[src/shared/eewr_pkg.sv]
// Constants and carrier types of the serial EEPROM write-side command logic
package eewr_pkg;

	// ---------------------------------------------------------------
	// Timing
	// ---------------------------------------------------------------
	localparam int CLK_PERIOD_NS          = 20;
	localparam int PROGRAM_CYCLE_TIME_NS  = 5000000;
	// Longest time, so the division rounds down
	localparam int PROGRAM_CYCLES         = PROGRAM_CYCLE_TIME_NS / CLK_PERIOD_NS;
	localparam int CNT_W                  = 32;

	// ---------------------------------------------------------------
	// Address and array geometry
	// ---------------------------------------------------------------
	localparam int MAX_ADDR_W             = 13;
	localparam int PAGE_BITS              = 5;
	localparam int PAGE_BYTES             = 32;
	localparam int BYTE_BITS              = 8;
	localparam int BIT_CNT_W              = 4;
	localparam logic [BIT_CNT_W-1:0] ACK_SLOT = 4'h8;
	localparam logic [MAX_ADDR_W-1:0] RESET_ADDR = 13'h0000;

	// ---------------------------------------------------------------
	// Device address byte fields
	// ---------------------------------------------------------------
	localparam logic [3:0] TYPE_ID        = 4'ha;
	localparam int TYPE_MSB               = 7;
	localparam int TYPE_LSB               = 4;
	localparam int SEL_MSB                = 3;
	localparam int SEL_LSB                = 1;
	localparam int SEL_W                  = 3;
	localparam int RW_BIT                 = 0;
	localparam int HI_MSB                 = 4;

	// ---------------------------------------------------------------
	// Synchronised pin vector layout
	// ---------------------------------------------------------------
	localparam int SYNC_W                 = 6;
	localparam int SYNC_SCL               = 0;
	localparam int SYNC_SDA               = 1;
	localparam int SYNC_WP                = 2;
	localparam int SYNC_SEL_LSB           = 3;

	// ---------------------------------------------------------------
	// Types
	// ---------------------------------------------------------------
	typedef enum logic [2:0] {
		ST_IDLE    = 3'h0,
		ST_DEV     = 3'h1,
		ST_ADDR_HI = 3'h3,
		ST_ADDR_LO = 3'h2,
		ST_DATA    = 3'h6
	} eewr_state_t;

	typedef struct packed {
		logic [MAX_ADDR_W-1:0] addr;
		logic [BYTE_BITS-1:0]  data;
	} eewr_word_t;

	localparam int WORD_W                 = $bits(eewr_word_t);

endpackage

[src/hdl/eewr_sync.sv]
// Three-stage pin synchroniser with agreement filter
`timescale 1ns/1ns
module eewr_sync #(
	parameter int           W    = 1,
	// Reset level of every stage, the idle level of each pin
	parameter logic [W-1:0] IDLE = '0
) (
	// Clock and reset
	input  wire logic         clk,
	input  wire logic         reset,
	// Pins and filtered levels
	input  wire logic [W-1:0] pin,
	output logic      [W-1:0] level
);

	typedef struct packed {
		logic [W-1:0] s1;
		logic [W-1:0] s2;
		logic [W-1:0] s3;
		logic [W-1:0] q;
	} eewr_sync_state_t;

	eewr_sync_state_t r_reg;
	eewr_sync_state_t r_next;

	always_comb
	begin
		r_next    = r_reg;
		r_next.s1 = pin;
		r_next.s2 = r_reg.s1;
		r_next.s3 = r_reg.s2;
		// A bit moves only once two later stages agree
		for (int i = 0; i < W; i++)
		begin
			if (r_reg.s2[i] == r_reg.s3[i])
				r_next.q[i] = r_reg.s3[i];
		end
	end

	always_ff @(posedge clk or posedge reset)
	begin
		if (reset)
			r_reg <= {4{IDLE}};
		else
			r_reg <= r_next;
	end

	assign level = r_reg.q;

endmodule // eewr_sync

[src/hdl/eewr_fifo.sv]
// Flip-flop FIFO with valid/ready on both sides and a flush
`timescale 1ns/1ns
module eewr_fifo #(
	parameter int WIDTH = 21,
	parameter int DEPTH = 32
) (
	// Clock and reset
	input  wire logic             clk,
	input  wire logic             reset,
	// Discard all content
	input  wire logic             flush,
	// Filling side
	input  wire logic             in_valid,
	output logic                  in_ready,
	input  wire logic [WIDTH-1:0] in_data,
	// Draining side
	output logic                  out_valid,
	input  wire logic             out_ready,
	output logic      [WIDTH-1:0] out_data
);

	localparam int PW = $clog2(DEPTH);

	typedef struct packed {
		logic [DEPTH-1:0][WIDTH-1:0] mem;
		logic [PW:0]                 wp;
		logic [PW:0]                 rp;
	} eewr_fifo_state_t;

	eewr_fifo_state_t r_reg;
	eewr_fifo_state_t r_next;
	logic             full;
	logic             empty;

	assign empty     = (r_reg.wp == r_reg.rp);
	assign full      = (r_reg.wp[PW-1:0] == r_reg.rp[PW-1:0]) && (r_reg.wp[PW] != r_reg.rp[PW]);
	assign in_ready  = !full;
	assign out_valid = !empty;
	assign out_data  = r_reg.mem[r_reg.rp[PW-1:0]];

	always_comb
	begin
		r_next = r_reg;
		if (in_valid && !full)
		begin
			r_next.mem[r_reg.wp[PW-1:0]] = in_data;
			r_next.wp = r_reg.wp + 1'b1;
		end
		if (out_ready && !empty)
			r_next.rp = r_reg.rp + 1'b1;
		if (flush)
		begin
			r_next.wp = '0;
			r_next.rp = '0;
		end
	end

	always_ff @(posedge clk or posedge reset)
	begin
		if (reset)
			r_reg <= '0;
		else
			r_reg <= r_next;
	end

endmodule // eewr_fifo

[src/hdl/eewr_top.sv]
// Serial EEPROM target: addressing, page write buffering, program timing
`timescale 1ns/1ns
module eewr_top
	import eewr_pkg::*;
#(
	parameter int ADDR_W         = 13,
	parameter int PROGRAM_CYCLES = eewr_pkg::PROGRAM_CYCLES,
	parameter int FIFO_DEPTH     = eewr_pkg::PAGE_BYTES
) (
	// Clock and reset
	input  wire logic                             clk,
	input  wire logic                             reset,
	// Two-wire bus
	input  wire logic                             scl_in,
	input  wire logic                             sda_in,
	output logic                                  sda_out,
	output logic                                  sda_oe_n,
	// Strap and protect pins
	input  wire logic                             chip_select_strap_0,
	input  wire logic                             chip_select_strap_1,
	input  wire logic                             chip_select_strap_2,
	input  wire logic                             write_protect,
	// Array write port
	output logic                                  mem_wr_valid,
	input  wire logic                             mem_wr_ready,
	output logic      [eewr_pkg::MAX_ADDR_W-1:0]  mem_wr_addr,
	output logic      [eewr_pkg::BYTE_BITS-1:0]   mem_wr_data,
	// Status
	output logic                                  program_busy
);

	import eewr_pkg::*;

	// ---------------------------------------------------------------
	// Constants
	// ---------------------------------------------------------------
	localparam logic [CNT_W-1:0] LAST_CYCLE = CNT_W'(PROGRAM_CYCLES - 1);
	// Smaller density ignores the address bits of the first byte above ADDR_W
	localparam logic [HI_MSB:0]  HI_MASK    = (HI_MSB+1)'((1 << (ADDR_W - BYTE_BITS)) - 1);

	// ---------------------------------------------------------------
	// State
	// ---------------------------------------------------------------
	typedef struct packed {
		logic                  scl_q;
		logic                  sda_q;
		eewr_state_t           st;
		eewr_state_t           nxt;
		logic [BIT_CNT_W-1:0]  bits;
		logic [BYTE_BITS-1:0]  shift;
		logic                  ack_phase;
		logic                  acked;
		logic                  got_data;
		logic                  busy;
		logic [CNT_W-1:0]      cnt;
		logic [MAX_ADDR_W-1:0] addr;
		logic                  sda_out;
		logic                  sda_oe_n;
		logic                  wr_valid;
		eewr_word_t            wr;
	} eewr_top_state_t;

	eewr_top_state_t r_reg;
	eewr_top_state_t r_next;

	logic [SYNC_W-1:0] pins;
	logic              fifo_push;
	logic              fifo_in_ready;
	eewr_word_t        fifo_in_word;
	logic              fifo_out_valid;
	logic              fifo_pop;
	eewr_word_t        fifo_out_word;
	logic              fifo_flush;

	// ---------------------------------------------------------------
	// Helpers
	// ---------------------------------------------------------------
	function automatic logic dev_match(
		input logic [BYTE_BITS-1:0] b,
		input logic [SEL_W-1:0]     sel
	);
		return (b[TYPE_MSB:TYPE_LSB] == TYPE_ID) && (b[SEL_MSB:SEL_LSB] == sel);
	endfunction

	function automatic logic [MAX_ADDR_W-1:0] page_next(
		input logic [MAX_ADDR_W-1:0] a
	);
		return {a[MAX_ADDR_W-1:PAGE_BITS], a[PAGE_BITS-1:0] + 1'b1};
	endfunction

	// ---------------------------------------------------------------
	// Pin synchronisers
	// ---------------------------------------------------------------
	// Unconnected straps and protect are held low by the pad itself
	// floating strap zero
	eewr_sync #(
		.W    (SYNC_W),
		.IDLE ({{SEL_W{1'b0}}, 1'b0, 1'b1, 1'b1})
	) u_sync (
		.clk   (clk),
		.reset (reset),
		.pin   ({chip_select_strap_2, chip_select_strap_1, chip_select_strap_0,
		         write_protect, sda_in, scl_in}),
		.level (pins)
	);

	// ---------------------------------------------------------------
	// Page buffer
	// ---------------------------------------------------------------
	eewr_fifo #(
		.WIDTH (WORD_W),
		.DEPTH (FIFO_DEPTH)
	) u_fifo (
		.clk       (clk),
		.reset     (reset),
		.flush     (fifo_flush),
		.in_valid  (fifo_push),
		.in_ready  (fifo_in_ready),
		.in_data   (fifo_in_word),
		.out_valid (fifo_out_valid),
		.out_ready (fifo_pop),
		.out_data  (fifo_out_word)
	);

	// ---------------------------------------------------------------
	// Next state
	// ---------------------------------------------------------------
	always_comb
	begin
		logic scl;
		logic sda;
		logic start_cond;
		logic stop_cond;
		logic scl_rise;
		logic scl_fall;
		logic ok;
		scl          = pins[SYNC_SCL];
		sda          = pins[SYNC_SDA];
		ok           = 1'b0;
		r_next       = r_reg;
		fifo_push    = 1'b0;
		fifo_flush   = 1'b0;
		fifo_in_word = '{addr: r_reg.addr, data: r_reg.shift};
		r_next.scl_q = scl;
		r_next.sda_q = sda;
		start_cond   = scl && r_reg.scl_q && r_reg.sda_q && !sda;
		stop_cond    = scl && r_reg.scl_q && !r_reg.sda_q && sda;
		scl_rise     = scl && !r_reg.scl_q;
		scl_fall     = !scl && r_reg.scl_q;

		// Array port drains the buffer only during a programming cycle
		if (r_reg.wr_valid && mem_wr_ready)
			r_next.wr_valid = 1'b0;
		fifo_pop = r_reg.busy && fifo_out_valid && (!r_reg.wr_valid || mem_wr_ready);
		if (fifo_pop)
		begin
			r_next.wr_valid = 1'b1;
			r_next.wr       = fifo_out_word;
		end

		if (r_reg.busy)
		begin
			if (r_reg.cnt != LAST_CYCLE)
				r_next.cnt = r_reg.cnt + 1'b1;
			else if (!fifo_out_valid && !r_next.wr_valid)
				r_next.busy = 1'b0;
		end

		if (r_reg.busy)
		begin
			r_next.st        = ST_IDLE;
			r_next.ack_phase = 1'b0;
			r_next.sda_oe_n  = 1'b1;
		end
		else if (start_cond)
		begin
			fifo_flush       = r_reg.got_data;
			r_next.got_data  = 1'b0;
			r_next.st        = ST_DEV;
			r_next.bits      = '0;
			r_next.ack_phase = 1'b0;
			r_next.sda_oe_n  = 1'b1;
		end
		else if (stop_cond)
		begin
			if (r_reg.got_data)
			begin
				if (pins[SYNC_WP])
					fifo_flush = 1'b1;
				else
				begin
					r_next.busy = 1'b1;
					r_next.cnt  = '0;
				end
			end
			r_next.got_data  = 1'b0;
			r_next.st        = ST_IDLE;
			r_next.ack_phase = 1'b0;
			r_next.sda_oe_n  = 1'b1;
		end
		else if (r_reg.st != ST_IDLE)
		begin
			if (scl_rise && !r_reg.ack_phase && r_reg.bits != ACK_SLOT)
			begin
				r_next.shift = {r_reg.shift[BYTE_BITS-2:0], sda};
				r_next.bits  = r_reg.bits + 1'b1;
			end
			if (scl_fall && r_reg.ack_phase)
			begin
				// Release after the ninth clock
				r_next.ack_phase = 1'b0;
				r_next.bits      = '0;
				r_next.sda_oe_n  = 1'b1;
				r_next.st        = r_reg.acked ? r_reg.nxt : ST_IDLE;
			end
			else if (scl_fall && r_reg.bits == ACK_SLOT)
			begin
				unique case (r_reg.st)
					ST_DEV:
					begin
						ok = dev_match(r_reg.shift, pins[SYNC_SEL_LSB +: SEL_W]);
						// direction bit
						// Reads stop after the device address acknowledge here
						r_next.nxt = r_reg.shift[RW_BIT] ? ST_IDLE : ST_ADDR_HI;
					end
					ST_ADDR_HI:
					begin
						ok          = 1'b1;
						r_next.addr = {r_reg.shift[HI_MSB:0] & HI_MASK, r_reg.addr[BYTE_BITS-1:0]};
						r_next.nxt  = ST_ADDR_LO;
					end
					ST_ADDR_LO:
					begin
						ok          = 1'b1;
						r_next.addr = {r_reg.addr[MAX_ADDR_W-1:BYTE_BITS], r_reg.shift};
						r_next.nxt  = ST_DATA;
					end
					ST_DATA:
					begin
						// buffer up to a page
						// A full buffer refuses the byte with a nack
						ok = fifo_in_ready;
						if (fifo_in_ready)
						begin
							fifo_push       = 1'b1;
							r_next.got_data = 1'b1;
							r_next.addr     = page_next(r_reg.addr);
						end
						r_next.nxt = ST_DATA;
					end
					default:
					begin
						ok         = 1'b0;
						r_next.nxt = ST_IDLE;
					end
				endcase
				r_next.ack_phase = 1'b1;
				r_next.acked     = ok;
				r_next.sda_oe_n  = !ok;
			end
		end
	end

	// ---------------------------------------------------------------
	// Registers
	// ---------------------------------------------------------------
	always_ff @(posedge clk or posedge reset)
	begin
		if (reset)
		begin
			r_reg          <= '0;
			r_reg.scl_q    <= 1'b1;
			r_reg.sda_q    <= 1'b1;
			r_reg.st       <= ST_IDLE;
			r_reg.nxt      <= ST_IDLE;
			r_reg.addr     <= RESET_ADDR;
			r_reg.sda_out  <= 1'b0;
			r_reg.sda_oe_n <= 1'b1;
		end
		else
			r_reg <= r_next;
	end

	// ---------------------------------------------------------------
	// Outputs
	// ---------------------------------------------------------------
	assign sda_out      = r_reg.sda_out;
	assign sda_oe_n     = r_reg.sda_oe_n;
	assign mem_wr_valid = r_reg.wr_valid;
	assign mem_wr_addr  = r_reg.wr.addr;
	assign mem_wr_data  = r_reg.wr.data;
	assign program_busy = r_reg.busy;

endmodule // eewr_top

[config.mk]
export PLATFORM = sky130hd
export DESIGN_NAME = eewr_top
export DESIGN_NICKNAME = d
export VERILOG_FILES = /design/src/shared/eewr_pkg.sv /design/src/hdl/eewr_sync.sv /design/src/hdl/eewr_fifo.sv /design/src/hdl/eewr_top.sv
export SDC_FILE = /design/constraint.sdc
export NUM_CORES = 2
export LEC_CHECK = 0
export BUFFER_PORTS_ARGS = -buffer_cell sky130_fd_sc_hd__buf_2
export CORE_AREA = 5 5 264 266
export DETAILED_ROUTE_END_ITERATION = 16
export DIE_AREA = 0 0 269 271
export GPL_TIMING_DRIVEN = 0
export PLACE_DENSITY_LB_ADDON = 0.3
export REMOVE_ABC_BUFFERS = 1
export SKIP_LAST_GASP = 1
export SYNTH_ARGS = -nofsm -noshare
export SYNTH_HDL_FRONTEND = slang
export SYNTH_HIERARCHICAL = 1
export SYNTH_SLANG_ARGS = --single-unit
[constraint.sdc]
create_clock -name clk -period 21 [get_ports clk]
set_clock_uncertainty 0.2 [all_clocks]
set_input_delay 3.15 -clock clk [delete_from_list [all_inputs] [get_ports clk]]
set_output_delay 3.15 -clock clk [all_outputs]
set_load 0.02 [all_outputs]
==> results.cfg <==
[outcome]
status = finished clean

[worst_setup_path]
cpPeakStageDelay_ps = 1120
crit_arrival_ps = 5600
r2r_cells = 10
crit_slowest_cell = nand3_2
rr_startpoint = u_fifo/r_reg[0]$_DFFE_PP0P_
cp_top_family = simple AND/OR/NAND/NOR gates
worst_ep_required_time_ps = 21280
crit_top_cell = and2_1
rrSetupSlack_ps = 15680
regToRegEndpoint = u_fifo/r_reg[581]$_DFFE_PP0P_
cp_max_fo = 52
critPathKind = reg -> reg
crit_path_end_kind = register
startpoint = u_fifo/r_reg[0]$_DFFE_PP0P_
critical_path_buf_inv_count = 2
start_kind = register
cp_cell_sequence = buf_16, o2111ai_2, or2_2, buf_12, nand2b_1, nor4_1, and2_1, and2_1, nand3_2, mux2_4
cp_num_cells = 10

[timing]
rsz0062_at_grt = no
maxSlewViolCount = 0
tightest_slew_ps = 1340
finalCritPeriodShare = 0.253
max_freq_mhz = 188
period_needed_ps = 5320
tns_ps = 0
slew_headroom = 0.106
fin_ws_ps = 15680
hold_ws_ps = 152
hold_viol_final = 0
finalSetupViolCount = 0

[clocking]
clkTransAtPathRegs_ps = 60
post_cts_buffers = 0
holdBufCountCts = 0
root_buffer = clkbuf_16
cts_tree = done
clk_path_buf_depth = 3
cts_buffers = 82
htreeDepth = 3
clkLatencyLatePin_ps = 630
clkSinkCount = 800
cts_repair_resize_count = 0

[synth]
ys_types = 72
synth.most_common_cell = dfrtp_1
synthArstFlopShare = 1.00
yosys-top-cells-count = 789 x dfrtp_1, 341 x mux2i_1, 264 x mux2_2
netlist.area_leader.share = 0.513
yosys-top-cells-area = dfrtp_1 51%, mux2_4 9.7%, mux2i_1 8.9%, mux2_2 7.7%, mux2_1 5.6%
synth-seq-cells = 800
avgSynthCellArea_um2 = 13.8
ys_warn_count = 6
netlist_instances = 2798
syn_area_um2 = 38500
dominantRegCellSynth = dfrtp_1
yosys.area.top_type = dfrtp_1
synth_seq_area_share = 0.520
synth-edff-count = 0

[floorplan]
dieArea_um2 = 72900
fp.coreArea_um2 = 66800
rows = 95
ios = 34
die_w_um = 269
initial_core_util = 0.576
die_h_um = 271

[cells_and_area]
largest_reg_flops = 684
num-nets-final = 2692
antenna_cells = 0
area_growth_syn_to_layout_pct = 8.54
fillCellCount = 4896
final_cells = 3612
multi_input_area_um2 = 16800
drive_gt1_frac = 0.290
regArea_um2 = 20000

[drt]
viasPerCell = 6.30
drt_wl_total_um = 92200
ant_nets = 0
firstDrtPassIters = 5
detail_route.iter0.violations = 1906
wire_per_inst_um = 25.5
vias = 22800
drc_errors = 0

[power_and_ir_drop]
p_seq_frac = 0.494
power_leakage_nw = 20.1
switchingPower_w = 0.000648
power_frac_comb = 0.013
clockPowerShare = 0.494
swShare = 0.206
p_per_area_nw_per_um2 = 75.1
power.internal_w = 0.00249
total_power_w = 0.00314
vdd_drop_max_v = 0.0000648

[placement]
dp_slack_ps = 15610
gp_congestion = 0.799
place_hpwl_um = 52500
dp.cells = 3463
io_buffer_count = 32

[min_path]
hold_depth = 0
min_path_type = reg -> reg
hold_end = u_sync/r_next[10]$_DFF_PP0_
worstHoldStart = u_sync/r_next[16]$_DFF_PP0_

[grt]
grt_pass1_vias = 24100
grt_max_degree = 140
track_usage = 0.251
overflow = 0
grt_pass1_wl_um = 143000
antenna_found_initial = 3

[flow_run]
drv_cap = 0
-- area by class of cell --
class                      count  share of cell area
sequential                   800               0.480
multi-input combinational   1708               0.402
clock buffer                 121              0.0592
tap                          873              0.0261
timing repair buffer          61              0.0212
clock inverter                28             0.00985
inverter                      21             0.00213
-- worst max-delay path by stage --
| stage | end | slack, ps |
|---|---|---|
| 4_1_cts | u_fifo/r_reg[581]$_DFFE_PP0P_ | 15750 |
| 2_1_floorplan | u_fifo/r_reg[0]$_DFFE_PP0P_ | -1530 |
| 6_report | u_fifo/r_reg[581]$_DFFE_PP0P_ | 15680 |
| 3_5_place_dp | u_fifo/r_reg[4]$_DFFE_PP0P_ | 15610 |
| 5_1_grt | u_fifo/r_reg[584]$_DFFE_PP0P_ | 15470 |
| 3_3_place_gp | u_fifo/r_reg[220]$_DFFE_PP0P_ | -7290 |
-- logic make-up (layout without fill, tap and decap cells) --
family,Yosys count,count (layout),synth area share
muxes,1048,1048,0.320
adders and majority gates,15,15,0.00468
buffers and inverters,290,231,0.0450
AOI/OAI and AO/OA,239,239,0.0442
xor gates and xnor gates,38,38,0.00884
and+or+nand+nor,367,367,0.0570
other,1,1,0.0000974
DFF,800,800,0.520
-- metrics by stage --
step           cell area, µm²  utilization
2_1_floorplan           36800            -
3_3_place_gp            38100        0.570
3_5_place_dp            38900        0.582
4_1_cts                 41800        0.625
5_1_grt                 41800        0.626
6_report                41800        0.626
-- power groups by stage --
stage / Sequential, W / Combinational, W / Clock [W]
6_report: 0.00155 / 0.0000394 / 0.00155
5_1_grt: 0.00155 / 0.0000471 / 0.00164
4_1_cts: 0.00155 / 0.0000417 / 0.00158
3_5_place_dp: 0.00158 / 0.0000415 / 0
3_3_place_gp: 0.00158 / 0.0000343 / 0
2_1_floorplan: 0.00158 / 0.0000262 / 0
-- layout by cell type, fill, tap and decap left out, types with 5 or more instances in the layout --
master     synthesis  layout
a21oi_1           31      31
a22o_1             5       5
a22oi_1          148     148
and2_1             9      10
and3_1            10       8
buf_12             2       8
buf_16             0      20
buf_2             47      32
bufinv_16          0      10
clkbuf_1         111      16
clkbuf_16          0      86
clkbuf_8           0      19
clkinv_2           0      13
dfrtp_1          789     786
dfstp_2           11      11
ha_1               9       9
inv_1             21      19
maj3_2             6       6
mux2_1           193     193
mux2_2           264     264
mux2_4           250     250
mux2i_1          341     341
nand2_1           54      54
nand2b_1          12      11
nand3_1          110     109
nand3_2           23      24
nand3_4            9       9
nand4_1           34      34
nor2_1            49      47
nor2b_1            8       5
o211ai_1           7       7
o21ai_0           22      22
o31ai_1            6       6
or3_1              5       5
or4_1              5       5
xnor2_1           11      11
xor2_1            26      26
-- per-layer routing --
| metal | GRT usage | up-vias | wire [µm] | part of all wire |
|---|---|---|---|---|
| li1 | - | 9865 | - | - |
| met3 | 0.0464 | 194 | 5060 | 0.055 |
| met1 | 0.355 | 12000 | 40900 | 0.44 |
| met5 | 0 | - | 13 | 0.00014 |
| met4 | 0.0817 | 2 | 3190 | 0.035 |
| met2 | 0.394 | 663 | 43000 | 0.47 |
No activity file was read; power rests on OpenSTA's default activity.
